**config.mk**
```make
export PLATFORM = sky130hd
export DESIGN_NAME = twr_ctrl
export DESIGN_NICKNAME = d
export VERILOG_FILES = /design/src/twr_pkg.sv /design/src/twr_ctrl.sv
export SDC_FILE = /design/constraint.sdc
export NUM_CORES = 1
export LEC_CHECK = 0
export BUFFER_PORTS_ARGS = -buffer_cell sky130_fd_sc_hd__clkbuf_2
export CAP_MARGIN = 5
export CORE_ASPECT_RATIO = 0.75
export CORE_MARGIN = 10
export CORE_UTILIZATION = 35
export CTS_BUF_LIST = sky130_fd_sc_hd__clkbuf_4 sky130_fd_sc_hd__clkbuf_8
export DETAILED_ROUTE_END_ITERATION = 16
export SYNTH_ARGS = -nofsm -noshare
export SYNTH_HDL_FRONTEND = slang
export SYNTH_SLANG_ARGS = --single-unit
```
**constraint.sdc**
```tcl
create_clock -name clock_in -period 7.36 [get_ports clock_in]
set_input_delay 1.472 -clock clock_in [delete_from_list [all_inputs] [get_ports clock_in]]
set_output_delay 1.472 -clock clock_in [all_outputs]
set_load 0.03 [all_outputs]
```
**src/twr_pkg.sv**
```systemverilog
// Constants shared by the two-wire receiver and slave controller.
// Assumes the processor reaches the registers through a two-bit select port.
package twr_pkg;
  localparam logic [1:0] TWR_SEL_CONTROL = 2'h0;
  localparam logic [1:0] TWR_SEL_STATUS  = 2'h1;
  localparam logic [1:0] TWR_SEL_DATA    = 2'h2;
  localparam logic [1:0] TWR_SEL_OWNADDR = 2'h3;

  localparam int TWR_CTL_RATE2  = 7;
  localparam int TWR_CTL_ENABLE = 6;
  localparam int TWR_CTL_BEGIN  = 5;
  localparam int TWR_CTL_HALT   = 4;
  localparam int TWR_CTL_EVENT  = 3;
  localparam int TWR_CTL_ACKEN  = 2;
  localparam int TWR_CTL_RATE1  = 1;
  localparam int TWR_CTL_RATE0  = 0;

  localparam logic [7:0] TWR_CONTROL_RST = 8'h00;
  localparam logic [7:0] TWR_OWNADDR_RST = 8'h00;
  localparam logic [7:0] TWR_DATA_RST    = 8'h00;

  // Full bit periods in oscillator cycles for the fixed rate codes.
  localparam logic [13:0] TWR_DIV_000 = 14'h100;
  localparam logic [13:0] TWR_DIV_001 = 14'h0e0;
  localparam logic [13:0] TWR_DIV_010 = 14'h0c0;
  localparam logic [13:0] TWR_DIV_011 = 14'h0a0;
  localparam logic [13:0] TWR_DIV_101 = 14'h078;
  localparam logic [13:0] TWR_DIV_110 = 14'h03c;
  localparam int          TWR_TIMER_MULT = 96;
  localparam int          TWR_TIMER_TOP  = 256;

  // Status codes, stored as the five upper bits.
  localparam logic [7:0] TWR_S_BUSERR = 8'h00;
  localparam logic [7:0] TWR_S_START  = 8'h08;
  localparam logic [7:0] TWR_S_RESTRT = 8'h10;
  localparam logic [7:0] TWR_S_AW_ACK = 8'h18;
  localparam logic [7:0] TWR_S_AW_NAK = 8'h20;
  localparam logic [7:0] TWR_S_MT_ACK = 8'h28;
  localparam logic [7:0] TWR_S_MT_NAK = 8'h30;
  localparam logic [7:0] TWR_S_ARBLST = 8'h38;
  localparam logic [7:0] TWR_S_AR_ACK = 8'h40;
  localparam logic [7:0] TWR_S_AR_NAK = 8'h48;
  localparam logic [7:0] TWR_S_MR_ACK = 8'h50;
  localparam logic [7:0] TWR_S_MR_NAK = 8'h58;
  localparam logic [7:0] TWR_S_SR_OWN = 8'h60;
  localparam logic [7:0] TWR_S_SR_LST = 8'h68;
  localparam logic [7:0] TWR_S_GC_OWN = 8'h70;
  localparam logic [7:0] TWR_S_GC_LST = 8'h78;
  localparam logic [7:0] TWR_S_SR_ACK = 8'h80;
  localparam logic [7:0] TWR_S_SR_NAK = 8'h88;
  localparam logic [7:0] TWR_S_GD_ACK = 8'h90;
  localparam logic [7:0] TWR_S_GD_NAK = 8'h98;
  localparam logic [7:0] TWR_S_SR_END = 8'ha0;
  localparam logic [7:0] TWR_S_ST_OWN = 8'ha8;
  localparam logic [7:0] TWR_S_ST_LST = 8'hb0;
  localparam logic [7:0] TWR_S_ST_ACK = 8'hb8;
  localparam logic [7:0] TWR_S_ST_NAK = 8'hc0;
  localparam logic [7:0] TWR_S_ST_LAST = 8'hc8;
  localparam logic [7:0] TWR_S_NONE   = 8'hf8;

  typedef enum logic [2:0] {
    TWR_IDLE, TWR_START, TWR_BYTE, TWR_PUSH, TWR_HOLD, TWR_STOP
  } twr_state_t;
endpackage

```
**src/twr_ctrl.sv**
```systemverilog
// Two-wire bus controller: master receiver, slave receiver and slave transmitter,
// plus a small receive FIFO. Assumes open-drain pads resolved outside, and
// software that serves each event before the transfer can go on.
// Function
// Software loads target address with read bit into data after start.
// Transfer stays suspended while the event flag is set.
// Address-read byte completion sets flag with 40h, 48h, 38h or slave codes.
// Enable and rate-select bits are never changed by the bus logic.
// After repeated start, loading address with write bit gives master transmit.
// Upper seven own-address bits match; lowest bit enables general call.
// Rate select affects nothing while acting as slave.
// Software enables slave use with acknowledge and enable set.
// Own address with write bit enters slave receive, sets flag and code.
// Lost arbitration may fall into slave receive with 68h or 78h.
// Acknowledge disabled during slave receive gives not-acknowledge next byte.
// Acknowledge disabled ignores own address, keeps watching the bus.
// Own address with read bit enters slave transmit, also after lost arbitration.
// Last byte sent reports C0h or C8h, then slave releases data line.
// Status reads F8h whenever the event flag is clear.
// Misplaced start or stop reports 00h and sets the event flag.
// Software recovers from bus error with stop request and flag clear.
// Recovery clears only stop request and releases lines with no stop.
// Software keeps the port latches of both lines high.
// Fixed rate codes divide the oscillator by 256,224,192,160,120,60.
// Code 111 uses bit period 96 times (256 minus timer reload).
// Status code sits in five upper bits, lower three read zero.
// Status appears and vanishes one cycle after the event flag.
// Hardware reset disables the module.
// While flagged as master or addressed slave, the clock line is held low.
`timescale 1ns/1ps

module twr_fifo #(
  parameter int WIDTH = 8,
  parameter int DEPTH = 8
) (
  input  wire logic             clock_in,
  input  wire logic             rst_b_in,
  input  wire logic             in_valid_in,
  output logic                  in_ready_out,
  input  wire logic [WIDTH-1:0] in_data_in,
  output logic                  out_valid_out,
  input  wire logic             out_ready_in,
  output logic      [WIDTH-1:0] out_data_out
);
  localparam int AW = $clog2(DEPTH);
  localparam int CW = AW + 1;
  logic [WIDTH-1:0] mem [DEPTH];
  logic [AW-1:0]    wr_ptr;
  logic [AW-1:0]    rd_ptr;
  logic [CW-1:0]    count;
  logic             push;
  logic             load;

  assign in_ready_out = (count != CW'(DEPTH));
  assign push         = in_valid_in & in_ready_out;
  // The output word is registered, so the head leaves the array before it is taken.
  assign load         = (count != '0) & (!out_valid_out | out_ready_in);

  always_ff @(posedge clock_in) begin
    if (push) begin
      mem[wr_ptr] <= in_data_in;
    end
  end

  always_ff @(posedge clock_in or negedge rst_b_in) begin
    if (!rst_b_in) begin
      wr_ptr        <= '0;
      rd_ptr        <= '0;
      count         <= '0;
      out_valid_out <= 1'b0;
      out_data_out  <= '0;
    end else begin
      if (push) begin
        wr_ptr <= (wr_ptr == AW'(DEPTH - 1)) ? '0 : wr_ptr + AW'(1);
      end
      if (load) begin
        rd_ptr        <= (rd_ptr == AW'(DEPTH - 1)) ? '0 : rd_ptr + AW'(1);
        out_data_out  <= mem[rd_ptr];
        out_valid_out <= 1'b1;
      end else if (out_ready_in) begin
        out_valid_out <= 1'b0;
      end
      count <= count + CW'(push) - CW'(load);
    end
  end
endmodule

module twr_ctrl
  import twr_pkg::*;
#(
  parameter int FIFO_DEPTH = 8
) (
  input  wire logic       clock_in,
  input  wire logic       rst_b_in,
  input  wire logic [1:0] sfr_sel_in,
  input  wire logic       sfr_wr_in,
  input  wire logic [7:0] sfr_wdata_in,
  output logic      [7:0] sfr_rdata_out,
  input  wire logic [7:0] timer1_reload_in,
  input  wire logic       scl_in,
  output logic            scl_out,
  output logic            scl_oe_b_out,
  input  wire logic       sda_in,
  output logic            sda_out,
  output logic            sda_oe_b_out,
  output logic      [7:0] rx_data_out,
  output logic            rx_valid_out,
  input  wire logic       rx_ready_in
);
  logic [7:0]  control;
  logic [7:0]  own_addr;
  logic [7:0]  data_q;
  logic [4:0]  code;
  logic        si_dly;
  logic        scl_s1, scl_s2, scl_q;
  logic        sda_s1, sda_s2, sda_q;
  logic        busy;
  twr_state_t  state;
  logic [1:0]  step;
  logic [3:0]  idx;
  logic [7:0]  shreg;
  logic        master, addressed, lost, tx, is_addr, gcall, last_byte, ack_ok, rep;
  logic        set_si, clr_sto, push;
  logic [13:0] cnt;
  logic [13:0] half;
  logic [7:0]  next_code;
  logic        fifo_ready;
  logic        line_low;

  wire en        = control[TWR_CTL_ENABLE];
  wire si        = control[TWR_CTL_EVENT];
  wire acken     = control[TWR_CTL_ACKEN];
  wire scl_rise  = scl_s2 & !scl_q;
  wire scl_fall  = !scl_s2 & scl_q;
  wire start_bus = scl_s2 & scl_q & sda_q & !sda_s2;
  wire stop_bus  = scl_s2 & scl_q & !sda_q & sda_s2;
  wire part      = master | addressed | lost;
  wire match_own = acken & (shreg[7:1] == own_addr[7:1]);                  // see R06
  wire match_gc  = acken & own_addr[0] & (shreg[7:1] == 7'h00) & !shreg[0];
  wire drives    = (state == TWR_START) | (state == TWR_STOP) | ((state == TWR_BYTE) & master);
  wire tick      = drives & (cnt >= half - 14'h1);
  wire rx_data   = !is_addr & !tx & (master | addressed);
  wire halt_req  = control[TWR_CTL_HALT];
  wire begin_req = control[TWR_CTL_BEGIN];
  wire resume    = !si & !set_si;

  function automatic logic [13:0] twr_half(input logic [2:0] rate, input logic [7:0] reload);
    case (rate)
      3'h1:    return TWR_DIV_001 >> 1;
      3'h2:    return TWR_DIV_010 >> 1;
      3'h3:    return TWR_DIV_011 >> 1;
      3'h5:    return TWR_DIV_101 >> 1;
      3'h6:    return TWR_DIV_110 >> 1;
      3'h7:    return 14'((TWR_TIMER_MULT / 2) * (TWR_TIMER_TOP - int'(reload)));
      default: return TWR_DIV_000 >> 1;
    endcase
  endfunction

  // Only the master path counts half periods, so the rate is dead in slave use.
  assign half = twr_half({control[TWR_CTL_RATE2], control[TWR_CTL_RATE1],
                          control[TWR_CTL_RATE0]}, timer1_reload_in); // see R07

  always_comb begin
    if (lost & !addressed) begin
      next_code = TWR_S_ARBLST;
    end else if (is_addr & master) begin
      next_code = shreg[0] ? (ack_ok ? TWR_S_AR_ACK : TWR_S_AR_NAK)
                           : (ack_ok ? TWR_S_AW_ACK : TWR_S_AW_NAK);
    end else if (is_addr) begin
      next_code = shreg[0] ? (lost ? TWR_S_ST_LST : TWR_S_ST_OWN)
                : gcall    ? (lost ? TWR_S_GC_LST : TWR_S_GC_OWN)
                           : (lost ? TWR_S_SR_LST : TWR_S_SR_OWN);
    end else if (master) begin
      next_code = tx ? (ack_ok ? TWR_S_MT_ACK : TWR_S_MT_NAK)
                     : (ack_ok ? TWR_S_MR_ACK : TWR_S_MR_NAK);
    end else if (tx) begin
      next_code = !ack_ok ? TWR_S_ST_NAK : (last_byte ? TWR_S_ST_LAST : TWR_S_ST_ACK);
    end else begin
      next_code = gcall ? (ack_ok ? TWR_S_GD_ACK : TWR_S_GD_NAK)
                        : (ack_ok ? TWR_S_SR_ACK : TWR_S_SR_NAK);
    end
  end

  // Both lines come from the pads; the first stage is read by the second only.
  always_ff @(posedge clock_in or negedge rst_b_in) begin
    if (!rst_b_in) begin
      scl_s1 <= 1'b1;
      scl_s2 <= 1'b1;
      scl_q  <= 1'b1;
      sda_s1 <= 1'b1;
      sda_s2 <= 1'b1;
      sda_q  <= 1'b1;
    end else begin
      scl_s1 <= scl_in;
      scl_s2 <= scl_s1;
      scl_q  <= scl_s2;
      sda_s1 <= sda_in;
      sda_s2 <= sda_s1;
      sda_q  <= sda_s2;
    end
  end

  always_ff @(posedge clock_in or negedge rst_b_in) begin
    if (!rst_b_in) begin
      cnt <= '0;
    end else if (!drives || tick) begin
      cnt <= '0;
    end else begin
      cnt <= cnt + 14'h1;
    end
  end

  // Software may only clear the event flag; a hardware set in the same cycle wins.
  always_ff @(posedge clock_in or negedge rst_b_in) begin
    if (!rst_b_in) begin
      control <= TWR_CONTROL_RST;
    end else if (sfr_wr_in && sfr_sel_in == TWR_SEL_CONTROL) begin
      control                <= sfr_wdata_in;
      control[TWR_CTL_EVENT] <= set_si | (si & sfr_wdata_in[TWR_CTL_EVENT]);
    end else begin
      control[TWR_CTL_EVENT] <= si | set_si;
      control[TWR_CTL_HALT]  <= halt_req & !clr_sto; // see R04
    end
  end

  always_ff @(posedge clock_in or negedge rst_b_in) begin
    if (!rst_b_in) begin
      own_addr <= TWR_OWNADDR_RST;
    end else if (sfr_wr_in && sfr_sel_in == TWR_SEL_OWNADDR) begin
      own_addr <= sfr_wdata_in;
    end
  end

  always_ff @(posedge clock_in or negedge rst_b_in) begin
    if (!rst_b_in) begin
      si_dly        <= 1'b0;
      sfr_rdata_out <= 8'h00;
      line_low      <= 1'b0;
    end else begin
      si_dly   <= si;
      line_low <= 1'b0;
      case (sfr_sel_in)
        TWR_SEL_CONTROL: sfr_rdata_out <= control;
        TWR_SEL_STATUS:  sfr_rdata_out <= si_dly ? {code, 3'h0} : TWR_S_NONE; // see R15
        TWR_SEL_DATA:    sfr_rdata_out <= data_q;
        default:         sfr_rdata_out <= own_addr;
      endcase
    end
  end

  assign scl_out = line_low;
  assign sda_out = line_low;

  always_ff @(posedge clock_in or negedge rst_b_in) begin
    if (!rst_b_in) begin
      state <= TWR_IDLE;
      {step, idx, shreg, data_q, code} <= {2'h0, 4'h0, 8'h00, TWR_DATA_RST, 5'h00};
      {master, addressed, lost, tx, is_addr, gcall, last_byte, ack_ok, rep} <= 9'h000;
      {set_si, clr_sto, push, busy} <= 4'h0;
      scl_oe_b_out <= 1'b1;
      sda_oe_b_out <= 1'b1;
    end else begin
      set_si  <= 1'b0;
      clr_sto <= 1'b0;
      push    <= 1'b0;
      if (sfr_wr_in && sfr_sel_in == TWR_SEL_DATA) begin
        data_q <= sfr_wdata_in;
      end
      if (start_bus) begin
        busy <= 1'b1;
      end else if (stop_bus) begin
        busy <= 1'b0;
      end
      if (!en) begin
        state <= TWR_IDLE;
        {master, addressed, lost} <= 3'h0;
        scl_oe_b_out <= 1'b1;
        sda_oe_b_out <= 1'b1;
      end else begin
        unique case (state)
          TWR_IDLE: begin
            scl_oe_b_out <= 1'b1;
            sda_oe_b_out <= 1'b1;
            if (begin_req && !busy && resume) begin
              state  <= TWR_START;
              step   <= 2'h1;
              master <= 1'b1;
              lost   <= 1'b0;
              rep    <= 1'b0;
            end else if (start_bus) begin
              state <= TWR_BYTE;
              {idx, is_addr, tx, addressed, lost} <= {4'h0, 1'b1, 3'h0};
            end
          end
          TWR_START: begin
            if (tick) begin
              unique case (step)
                2'h0: begin
                  scl_oe_b_out <= 1'b1;
                  step         <= 2'h1;
                end
                2'h1: begin
                  if (scl_s2) begin
                    sda_oe_b_out <= 1'b0;
                    step         <= 2'h2;
                  end
                end
                2'h2: begin
                  scl_oe_b_out <= 1'b0;
                  step         <= 2'h3;
                end
                default: begin
                  code   <= rep ? TWR_S_RESTRT[7:3] : TWR_S_START[7:3];
                  set_si <= 1'b1;
                  state  <= TWR_HOLD;
                end
              endcase
            end
          end
          TWR_BYTE: begin
            if ((start_bus || stop_bus) && part && idx != 4'h0) begin
              code   <= TWR_S_BUSERR[7:3];
              set_si <= 1'b1;
              state  <= TWR_HOLD;
              {master, addressed, lost} <= 3'h0;
              scl_oe_b_out <= 1'b1;
              sda_oe_b_out <= 1'b1;
            end else if (start_bus && !master) begin
              {idx, is_addr, tx, addressed, lost} <= {4'h0, 1'b1, 3'h0};
              sda_oe_b_out <= 1'b1;
            end else if (stop_bus && !master) begin
              // A stop ends the slave for good, so the clock is never stretched here.
              if (addressed) begin
                code   <= TWR_S_SR_END[7:3];
                set_si <= 1'b1;
                state  <= TWR_HOLD;
              end else begin
                state <= TWR_IDLE;
              end
              addressed    <= 1'b0;
              sda_oe_b_out <= 1'b1;
            end else begin
              if (master && tick && (!scl_oe_b_out || scl_s2)) begin
                scl_oe_b_out <= !scl_oe_b_out;
              end
              if (scl_rise && idx < 4'h9) begin
                idx <= idx + 4'h1;
                if (idx < 4'h8) begin
                  shreg <= {shreg[6:0], sda_s2};
                  if (master && tx && sda_oe_b_out && !sda_s2) begin
                    {lost, master, tx} <= 3'h4; // see R10
                    scl_oe_b_out <= 1'b1;
                  end
                end else begin
                  ack_ok <= !sda_s2;
                end
              end
              if (scl_fall) begin
                if (idx == 4'h8) begin
                  if (is_addr && !master) begin
                    if (match_own || match_gc) begin
                      addressed    <= 1'b1;
                      gcall        <= match_gc;
                      tx           <= shreg[0];
                      sda_oe_b_out <= 1'b0;
                    end else begin
                      sda_oe_b_out <= 1'b1;
                      if (!lost) begin
                        state <= TWR_IDLE;
                      end
                    end
                  end else if (is_addr || tx) begin
                    sda_oe_b_out <= 1'b1;
                    if (is_addr) begin
                      tx <= !shreg[0];
                    end
                  end else begin
                    sda_oe_b_out <= !acken;
                  end
                end else if (idx == 4'h9) begin
                  state        <= TWR_PUSH;
                  scl_oe_b_out <= !(master || addressed);
                  sda_oe_b_out <= 1'b1;
                end else begin
                  sda_oe_b_out <= tx ? shreg[7] : 1'b1;
                end
              end
            end
          end
          TWR_PUSH: begin
            scl_oe_b_out <= !(master || addressed);
            if (!rx_data || fifo_ready) begin
              push    <= rx_data;
              data_q  <= shreg;
              code    <= next_code[7:3];
              set_si  <= 1'b1; // see R03
              is_addr <= 1'b0;
              state   <= TWR_HOLD;
            end
          end
          TWR_HOLD: begin
            scl_oe_b_out <= !(master || addressed);
            if (resume) begin
              if (halt_req && master) begin
                state        <= TWR_STOP;
                step         <= 2'h0;
                sda_oe_b_out <= 1'b0;
              end else if (halt_req) begin
                clr_sto <= 1'b1; // see R17
                {addressed, lost} <= 2'h0;
                state   <= TWR_IDLE;
              end else if (begin_req && master) begin
                state        <= TWR_START;
                step         <= 2'h0;
                rep          <= 1'b1;
                sda_oe_b_out <= 1'b1;
              end else if (!master && (!addressed || code == TWR_S_ST_NAK[7:3] ||
                           code == TWR_S_ST_LAST[7:3] || code == TWR_S_SR_NAK[7:3] ||
                           code == TWR_S_GD_NAK[7:3])) begin
                {addressed, lost} <= 2'h0;
                state <= TWR_IDLE;
              end else begin
                state <= TWR_BYTE;
                scl_oe_b_out <= !master;
                idx   <= 4'h0;
                if (code == TWR_S_START[7:3] || code == TWR_S_RESTRT[7:3] || tx) begin
                  shreg        <= data_q;
                  sda_oe_b_out <= data_q[7];
                  last_byte    <= !acken;
                  if (code == TWR_S_START[7:3] || code == TWR_S_RESTRT[7:3]) begin
                    is_addr <= 1'b1;
                    tx      <= 1'b1;
                  end
                end else begin
                  sda_oe_b_out <= 1'b1;
                end
              end
            end
          end
          TWR_STOP: begin
            if (tick) begin
              if (step == 2'h0) begin
                scl_oe_b_out <= 1'b1;
                step         <= 2'h1;
              end else if (step == 2'h1) begin
                if (scl_s2) begin
                  sda_oe_b_out <= 1'b1;
                  step         <= 2'h2;
                end
              end else begin
                clr_sto <= 1'b1;
                master  <= 1'b0;
                state   <= TWR_IDLE;
              end
            end
          end
        endcase
      end
    end
  end

  twr_fifo #(
    .WIDTH (8),
    .DEPTH (FIFO_DEPTH)
  ) u_fifo (
    .clock_in      (clock_in),
    .rst_b_in      (rst_b_in),
    .in_valid_in   (push),
    .in_ready_out  (fifo_ready),
    .in_data_in    (data_q),
    .out_valid_out (rx_valid_out),
    .out_ready_in  (rx_ready_in),
    .out_data_out  (rx_data_out)
  );
endmodule

```
-- After elaboration in Yosys (flattened, before gate mapping)
Memory sizes are Yosys's and may differ from the RTL's. A register that Yosys moved wholly into a read port is not among the register bits.
Cells that the tools add are included.
- flip-flop bits (word level): 101
- bits in writable memories: 64
- output and inout port bits: 21
- logic and storage cells: 514
- memories: 1
- memory list (name ; depth ; width ; rd ports ; clocked after Yosys merged registers in ; wr ports ; RTL line ; RTL):
    u_fifo.mem ; 8 ; 8 ; 1 ; 1 ; 1 ; twr_ctrl.sv:47 ; logic [WIDTH-1:0] mem [DEPTH];
- $add $sub $neg: 8
- multiply operators: 1
- magnitude comparators: 3
- equal/unequal tests: 101
- muxes and demuxes: 243
- bitwise operators: 37
- reductions and logical operators: 83
- operators with widths (kind ; count):
    2-to-1 mux 8 bit ; 21
    2-to-1 mux 1 bit ; 130
    one-hot mux 14 bit (6 select lines) ; 1
    2-to-1 mux 3 bit ; 23
    2-to-1 mux 4 bit ; 17
    2-to-1 mux 5 bit ; 11
    != test 3 bit (second input constant) ; 17
    != test 2 bit (second input constant) ; 18
    2-to-1 mux 7 bit ; 5
    2-to-1 mux 2 bit ; 15
    AND reduction 10 bit ; 3
    != test 4 bit (second input constant) ; 7
    AND reduction 14 bit ; 2
    AND reduction 13 bit ; 2
    != test 6 x 2 -> 1 bit (second input constant) ; 4
    one-hot mux 8 bit (3 select lines) ; 1
    AND reduction 12 bit ; 2
    AND 1 bit ; 22
    equality test 3 bit (second input constant) ; 7
    equality test 5 bit (second input constant) ; 4
    zero test 1 bit ; 20
    logical AND 1 bit ; 19
    one-hot mux 3 bit (6 select lines) ; 1
    != test 4 x 2 -> 1 bit (second input constant) ; 4
    56 further kinds ; 120

-- Logic depth before layout (Yosys ltp)
Gate-level depths: netlist of the first run.
- word-level depth: 20
- mapped depth: 21
- mapped depth without buffers: 21

-- Hierarchy
A second synthesis of the first run with hierarchy kept.
- cell total of the unflattened synthesis: 938
- area total of the unflattened synthesis: 10068.4 sq um
- modules (own cells, without submodules) (module ; instances ; cells each ; area an instance (sq um)):
    twr_ctrl ; 1 ; 729 ; 6621.4
    twr_fifo ; 1 ; 209 ; 3447.1

-- Worst setup path after synthesis of the first run
No wires, ideal clock.
- path kind: in2reg
- start: input port timer1_reload_in[0]
- end: register sda_oe_b_out
- arrival: 5611 ps
- data required time: 7275 ps
- setup slack: 1664 ps
- cell stages on the path: 19
- buffers on the path: 0
- path through: inv_1 ha_1 nor3b_1 xnor2_1 ha_1 ha_1 a21oi_1 a21oi_1 o21ai_0 nor3b_2 o21ai_0 xor2_1 ha_1 nand3_1 a211oi_2 o31ai_2 a31oi_2 or4b_1 mux2_1
- word-level cells in the longest chain between the ends: 8
- ends and longest elaborated chain (item ; RTL line ; RTL):
    start: declaration ; twr_ctrl.sv:99 ; input wire logic [7:0] timer1_reload_in,
    subtractor 9 x 8 -> 10 bit (*) ; twr_ctrl.sv:154 ; 3'h7: return 14'((TWR_TIMER_MULT / 2) * (TWR_TIMER_TOP - int'(reload)));
    multiplier 3 x 10 -> 10 bit (*) ; twr_ctrl.sv:154 ;
    one-hot mux 14 bit (6 select lines) (*) ; twr_ctrl.sv:148 ; case (rate)
    subtractor 14 x 1 -> 14 bit (*) ; twr_ctrl.sv:141 ; wire tick = drives & (cnt >= half - 14'h1);
    >= comparator 14 bit (*) ; twr_ctrl.sv:141 ;
    AND 1 bit (*) ; twr_ctrl.sv:141 ;
    != test 3 bit (no source line) ; n/a ;
    AND reduction 12 bit (no source line) (*) ; n/a ;
    end signal: assignment ; twr_ctrl.sv:378 ; sda_oe_b_out <= !acken;
    end signal: assignment ; twr_ctrl.sv:385 ; sda_oe_b_out <= tx ? shreg[7] : 1'b1;
    end signal: assignment ; twr_ctrl.sv:428 ; sda_oe_b_out <= data_q[7];
    end: declaration ; twr_ctrl.sv:105 ; output logic sda_oe_b_out,
Every way passes the cells marked *; elsewhere a longest branch is shown, timed or not.
A chain may end at the register's enable or synchronous reset.

-- Final worst setup path of the first run
- start: input port timer1_reload_in[0]
- end: register code[4]
- word-level cells in the longest chain between the ends: 8
- ends and longest elaborated chain (item ; RTL line ; RTL):
    subtractor 9 x 8 -> 10 bit ; twr_ctrl.sv:154 ;
    multiplier 3 x 10 -> 10 bit ; twr_ctrl.sv:154 ;
    one-hot mux 14 bit (6 select lines) ; twr_ctrl.sv:148 ;
    subtractor 14 x 1 -> 14 bit ; twr_ctrl.sv:141 ;
    >= comparator 14 bit ; twr_ctrl.sv:141 ;
    AND 1 bit ; twr_ctrl.sv:141 ;
    != test 2 bit (no source line) ; n/a ;
    AND reduction 8 bit (no source line) ; n/a ;
    end signal: assignment ; twr_ctrl.sv:257 ; {step, idx, shreg, data_q, code} <= {2'h0, 4'h0, 8'h00, TWR_DATA_RST, 5'h00};
    end signal: assignment ; twr_ctrl.sv:313 ; code <= rep ? TWR_S_RESTRT[7:3] : TWR_S_START[7:3];
    end signal: assignment ; twr_ctrl.sv:322 ; code <= TWR_S_BUSERR[7:3];
    end: declaration ; twr_ctrl.sv:113 ; logic [4:0] code;
No other way between the ends.

==> results.toml, run 1 <==
[finish]
seq_area_sq_um = 4660
antenna_cells = 0
fillers = 2776
design_area_sq_um = 10900
drive_above_1_share_pct = 16.0
final_common_cell = "dfrtp_1"
layout_common_cells = "dfrtp_1, nor2_1, nand2_1"
area_growth_pct = 9.15
multi_input_comb_area_sq_um = 4980
num-nets-final = 1025

[power_and_ir_drop]
p_clk_share_pct = 21.8
p_per_area_nw_per_um2 = 272
peakVddDrop_mv = 0.127
p_sw_share_pct = 37.7
switching_power_mw = 1.11
p_int_mw = 1.84
p_leak_nw = 4.32
power_frac_seq_pct = 46.3
power.total_mw = 2.96
p_comb_share_pct = 31.9

[hold_path]
hp-class = "flip-flop to flip-flop"
hold_depth = 0
min_from = "sda_s1"

[sta]
setup_violations = 0
setup_ws_ns = 1.46
worst_slew_pin_slew_ns = 1.11
drv_slew = 0
clock_skew_ns = 0.0196
finalSetupTns_ns = 0
finalHoldViolations = 0
fmax_mhz = 169
period_needed_ns = 5.90
rsz0062_at_grt = "false"
slew_headroom_pct = 25.4
min_period_over_period_pct = 80.2

[placement]
dp_hpwl_microns = 17900
place_congestion = 0.906
portBuffers = 42
place_area_sq_um = 10500
place_ws_ns = 1.05

[setup_path]
worst_setup_path_end_kind = "flip-flop"
critPathArrivalTime_ns = 6.26
cp.required_ns = 7.72
timing.rr.start = "control[0]"
reg2reg_depth = 13
critPathLaunch = "timer1_reload_in[0]"
critPathLaunchType = "primary input"
path_class = "primary input to flip-flop"
path_max_fanout = 8

[drt]
drtIter0Drc = 721
wl_per_cell_microns = 18.1
vias_per_cell = 5.45
drtPass1Iterations = 5
drc = 0
drt_wl_total_microns = 24400
num_vias = 7331
ant_nets = 0

[clocking]
cts_made_buffers = 17
ctsResizeCount = 0
cts_hold_buffers = 0
post_cts_buffers = 0
cts_sinks = 173
htreeDepth = 4
cts_tree = "built"
clkTransAtPathRegs_ns = 0.09
clock_latency_ns = 0.48
cts_root_buf = "clkbuf_8"
clk_path_buf_depth = 2

[global_route]
grt_pass1_vias = 7093
grt_max_degree = 75
grt_antenna_before_repair = 0
gr-total-overflow = 0
grt_first_pass_wirelength_microns = 40000
grtUsageTotal_pct = 13.7

[floorplanning]
ios = 45
dieArea_sq_um = 35700
die_width_microns = 215
start_util_pct = 35.6
die_y_microns = 166
core_sq_um = 28100
row_count = 53

[synthesis]
synth_cells = 923
avgSynthCellArea_sq_um = 10.8
yosys.area.top_type = "dfrtp_1"
async_flop_share_pct = 63.0
synth_area_leaders = "dfrtp_1, edfxtp_1, ha_1, mux4_2, mux2i_1"
yosysWarnings = 0
netlist_area_sq_um = 9980
seq_area_frac_synth_pct = 46.7
synth_cell_types = 91
synth-edff-count = 64
synth_top_area_share_pct = 25.3
synth_seq_cells = 173
ys.flop_type = "dfrtp_1"

[run_status]
status = "completed"

[flow_run]
cap_violations = 0
[per-layer routing]
layer / routed length, microns / global-route usage (%) / vias to the layer above
met3: 1600 / 3.24 / 30
li1: - / - / 3472
met1: 12000 / 20.1 / 3601
met4: 304 / 3.45 / 0
met5: 0 / 0 / -
met2: 10500 / 19.8 / 228
[kinds of logic (layout without fill, tap and decap cells)]
logic type,after synthesis,in the layout,synth area share [%]
other cells,1,2,0.0376
compound gates,214,214,14.3
buf+inv,79,116,3.46
fa+ha+maj,53,53,6.80
xor+xnor,41,41,3.60
simple gates,285,285,15.0
flops,173,173,46.7
mux,77,77,10.1
[synth_stat cells, types with 6 or more instances]
master,instances
dfrtp_1,101
nor2_1,72
nand2_1,65
edfxtp_1,64
o21ai_0,55
a21oi_1,51
ha_1,51
inv_1,33
mux2i_1,30
clkbuf_1,29
mux2_2,25
nor3_1,22
xnor2_1,21
nand3_1,20
xor2_1,20
mux4_2,16
nor2b_1,16
nand2b_1,15
a211oi_1,10
nand4_1,9
o211ai_1,9
dfstp_2,8
nor3b_1,8
nor4_1,8
o22ai_1,8
o31ai_1,7
a21o_1,6
a31oi_1,6
and2_1,6
mux2_1,6
o21a_1,6
[through the flow]
| step | instances | hold WS, ns | util [%] |
|---|---|---|---|
| floorplan | 924 | 0.345 | - |
| global placement | 1314 | 0.346 | 37.5 |
| detailed placement | 1314 | 0.347 | 37.5 |
| CTS | 1346 | 0.357 | 38.8 |
| global route | 1346 | 0.357 | 38.8 |
| finish | 1346 | 0.356 | 38.8 |
[power groups by stage]
| stage | logic [mW] | clock network [mW] | registers, mW |
|---|---|---|---|
| after global routing | 1.05 | 0.701 | 1.40 |
| final | 0.944 | 0.644 | 1.37 |
| after global placement | 0.926 | 0 | 1.39 |
| after floorplan | 0.739 | 0 | 1.31 |
| after detailed placement | 0.938 | 0 | 1.39 |
| after CTS | 0.943 | 0.664 | 1.37 |
[state kept, by name (all words and copies together) (netlist names), 5 cells and up]
register	flops
data_q	8
shreg	8
code	5
control	8
own_addr	8
cnt	14
sfr_rdata_out	8
u_fifo.out_data_out	8
u_fifo.mem	64
[critical path, stage by stage]
cell and delay [ns]:
clkbuf_2 0.13, inv_1 0.09, ha_1 0.21, nor3b_1 0.24, xnor2_1 0.20, ha_1 0.28
ha_1 0.35, a21oi_1 0.23, a21oi_1 0.09, o21ai_0 0.34, nor3b_2 0.34, nor3b_1 0.23
o22ai_1 0.12, ha_1 0.31, nand3_1 0.12, nor2_1 0.07, a211oi_2 0.50, a21oi_1 0.21
o21ai_2 0.35, mux2_1 0.37
[area by class of cell]
cell class,count,share of cell area [%]
clock inverter,12,1.02
inverter,34,1.17
clock buffer,20,2.36
multi-input combinational,672,45.7
timing repair buffer,50,2.50
sequential,173,42.8
tap,385,4.42
[path summary, 6_finish.rpt]
kind / slack (ns) / endpoint
worst max-delay path: 1.46 / code[4]
worst min-delay path: 0.36 / sda_s2
worst max register to register: 3.06 / code[4]
worst min register to register: 0.36 / sda_s2
max in group asynchronous: 5.05 / shreg[6]
min in group asynchronous: 0.95 / u_fifo.out_data_out[2]
No activity file was read; power rests on OpenSTA's default activity.
==> run 2: changes to the inputs <==
--- a/config.mk
+++ b/config.mk
@@ -5,6 +5,7 @@
 export SDC_FILE = /design/constraint.sdc
 export NUM_CORES = 1
 export LEC_CHECK = 0
+export ABC_AREA = 1
 export BUFFER_PORTS_ARGS = -buffer_cell sky130_fd_sc_hd__clkbuf_2
 export CAP_MARGIN = 5
 export CORE_ASPECT_RATIO = 0.75
==> constraint.sdc (replaced) <==
create_clock -name clock_in -period 4.73 [get_ports clock_in]
set_input_delay 0.946 -clock clock_in [delete_from_list [all_inputs] [get_ports clock_in]]
set_output_delay 0.946 -clock clock_in [all_outputs]
set_load 0.03 [all_outputs]
==> run 2 against run 1 <==
Compared with the run above:
- final cell count is 26% higher
- total power up 79%
- largest power group unchanged
- highest routed layer unchanged
- largest cell class unchanged
- worst setup slack worse by 1.3 ns
- sequential share of layout area shrank 3.1 points
==> results.toml, run 2 <==
[global_route]
grt_antenna_before_repair = 0
grt_max_degree = 60
grt_first_pass_wirelength_microns = 42600
grtUsageTotal_pct = 14.7
gr-total-overflow = 0
grt_pass1_vias = 7871

[synthesis]
synth-edff-count = 64
synth_top_area_share_pct = 25.1
avgSynthCellArea_sq_um = 8.28
yosysWarnings = 0
synth_most_common_cell = "nand2_1"
synth_cell_types = 57
synth_cells = 1217
async_flop_share_pct = 63.0
synth_seq_cells = 173
netlist_area_sq_um = 10100
yosys.area.top_type = "dfrtp_1"
seq_area_frac_synth_pct = 46.3
ys.flop_type = "dfrtp_1"
synthTopCellsByCount = "nand2_1, inv_1, nor2_1"
synth_area_leaders = "dfrtp_1, edfxtp_1, nand2_1, ha_1, inv_1"

[clocking]
clock_latency_ns = 0.47
cts_hold_buffers = 0
cts_tree = "built"
clkTransAtPathRegs_ns = 0.09
htreeDepth = 4
clk_path_buf_depth = 2
cts_made_buffers = 17
cts_sinks = 173
cts_root_buf = "clkbuf_8"

[finish]
final_common_cell = "nand2_1"
reg_top3 = "u_fifo.mem (64), cnt (14)"
num-nets-final = 1369
area_growth_pct = 16.7
fin_cells = 1690
layout_common_cells = "nand2_1, inv_1, nor2_1"
top_register = "u_fifo.mem"
antenna_cells = 0
drive_above_1_share_pct = 17.9
largest_reg_flops = 64
fillers = 2879

[floorplanning]
ios = 45
dieArea_sq_um = 36000
start_util_pct = 35.7
core_sq_um = 28200
die_width_microns = 216
die_y_microns = 167
row_count = 53

[sta]
finalHoldViolations = 0
min_period_over_period_pct = 95.9
fmax_mhz = 221
clock_skew_ns = 0.0175
drv_slew = 0
slew_headroom_pct = 30.8
period_needed_ns = 4.54
worst_slew_pin_slew_ns = 1.04
setup_violations = 0

[setup_path]
critPathLaunch = "timer1_reload_in[0]"
rrSetupSlack_ns = 1.18
crit_top_cell = "nand2_4"
timing.rr.start = "control[1]"
path_class = "primary input to flip-flop"
r2r-end = "code[4]"
cp_top_family = "simple AND/OR/NAND/NOR gates"
cp.required_ns = 5.09
critPathArrivalTime_ns = 4.90
cp_num_buf_inv = 6
slowest_stage = "a21oi_4"
slowest_delay_ns = 0.32
reg2reg_depth = 21
critical_path_cell_count = 28
worst_setup_path_end_kind = "flip-flop"
path_max_fanout = 5
critPathLaunchType = "primary input"

[drt]
drtPass1Iterations = 6
drt_wl_total_microns = 26900
drc = 0
drtIter0Drc = 715
wl_per_cell_microns = 15.9
vias_per_cell = 4.97
ant_nets = 0
num_vias = 8401

[placement]
dp_hpwl_microns = 19900
dpl.cell_count = 1652
place_congestion = 0.959
portBuffers = 42

[power_and_ir_drop]
peakVddDrop_mv = 0.216
power.total_mw = 5.28
p_per_area_nw_per_um2 = 450
p_leak_nw = 5.37

[hold_path]
hp-class = "flip-flop to flip-flop"
hold_path_end = "scl_s2"
hold_depth = 0
min_from = "scl_s1"

[flow_run]
cap_violations = 0

[run_status]
status = "completed"
==> run 2: through the flow <==
step / hold WS (ns) / utilization (%) / setup slack (ns) / cell area [sq um] / setup TNS [ns]
finish: 0.360 / 41.7 / 0.195 / 11700 / 0
global route: 0.367 / 41.7 / -0.0382 / 11700 / -0.108
CTS: 0.362 / 40.0 / 0.0386 / 11300 / 0
detailed placement: 0.347 / 38.7 / -0.480 / 10900 / -7.92
global placement: 0.346 / 38.7 / -0.349 / 10900 / -4.45
floorplan: 0.345 / - / 0.0336 / 10100 / 0
==> run 2: logic make-up (layout without fill, tap and decap cells) <==
logic type	after synthesis	after routing	synth area share, %
buffers and inverters	193	280	7.69
other	1	2	0.0372
XOR/XNOR	21	21	1.83
adder cells (fa/ha/maj)	53	53	6.73
AO/OA/AOI/OAI	205	205	12.1
flip-flops	173	173	46.3
AND/OR/NAND/NOR	563	563	24.6
multiplexers	8	8	0.795
==> run 2: report_power, final <==
part | switching [mW] | internal (mW)
clock network | 0.617 | 0.400
logic | 1.38 | 0.738
registers | 0.314 | 1.83
total | 2.31 | 2.97
==> run 2: repair_timing <==
action	in CTS	in global routing
hold endpoints to repair	0	0
resized for setup	0	85
setup buffers	0	5
endpoints found under the setup margin	0	29
==> run 2: layer usage <==
metal	GRT usage (%)	share of wire [%]	wire [microns]
met1	21.0	48	12900
met2	21.2	43	11700
met3	3.73	7.0	1880
met4	4.34	1.8	479
met5	0	0	0
==> run 2: how the worst max path moves through the flow <==
stage / to / slack, ns
global route: code[4] / -0.04
finish: code[4] / 0.19
detailed placement: code[4] / -0.48
CTS: code[4] / 0.04
global placement: code[0] / -0.35
floorplan: state[0] / 0.03
==> run 2: worst reg2reg max path, cell delays in order (launching register included) <==
cell	delay, ns
dfrtp_1	0.45
or2_1	0.30
nand3_1	0.11
ha_1	0.17
inv_1	0.07
nor2_4	0.12
nand2_1	0.09
nor2_2	0.13
nand3_2	0.12
buf_6	0.14
xor2_2	0.14
ha_1	0.31
nand2_2	0.07
nor2_4	0.11
nand2_1	0.06
nor2_1	0.10
nand2_1	0.08
nand2_2	0.10
nand4_1	0.21
a21oi_4	0.32
clkbuf_16	0.21
o21ai_2	0.05
==> run 2: area by class of cell <==
type	count	area [sq um]	area share, %
Sequential cell	173	4660	39.7
Clock inverter	13	123	1.04
Timing Repair Buffer	85	606	5.15
Clock buffer	19	249	2.12
Inverter	163	622	5.29
Tap cell	385	482	4.10
Multi-Input combinational cell	852	5010	42.6
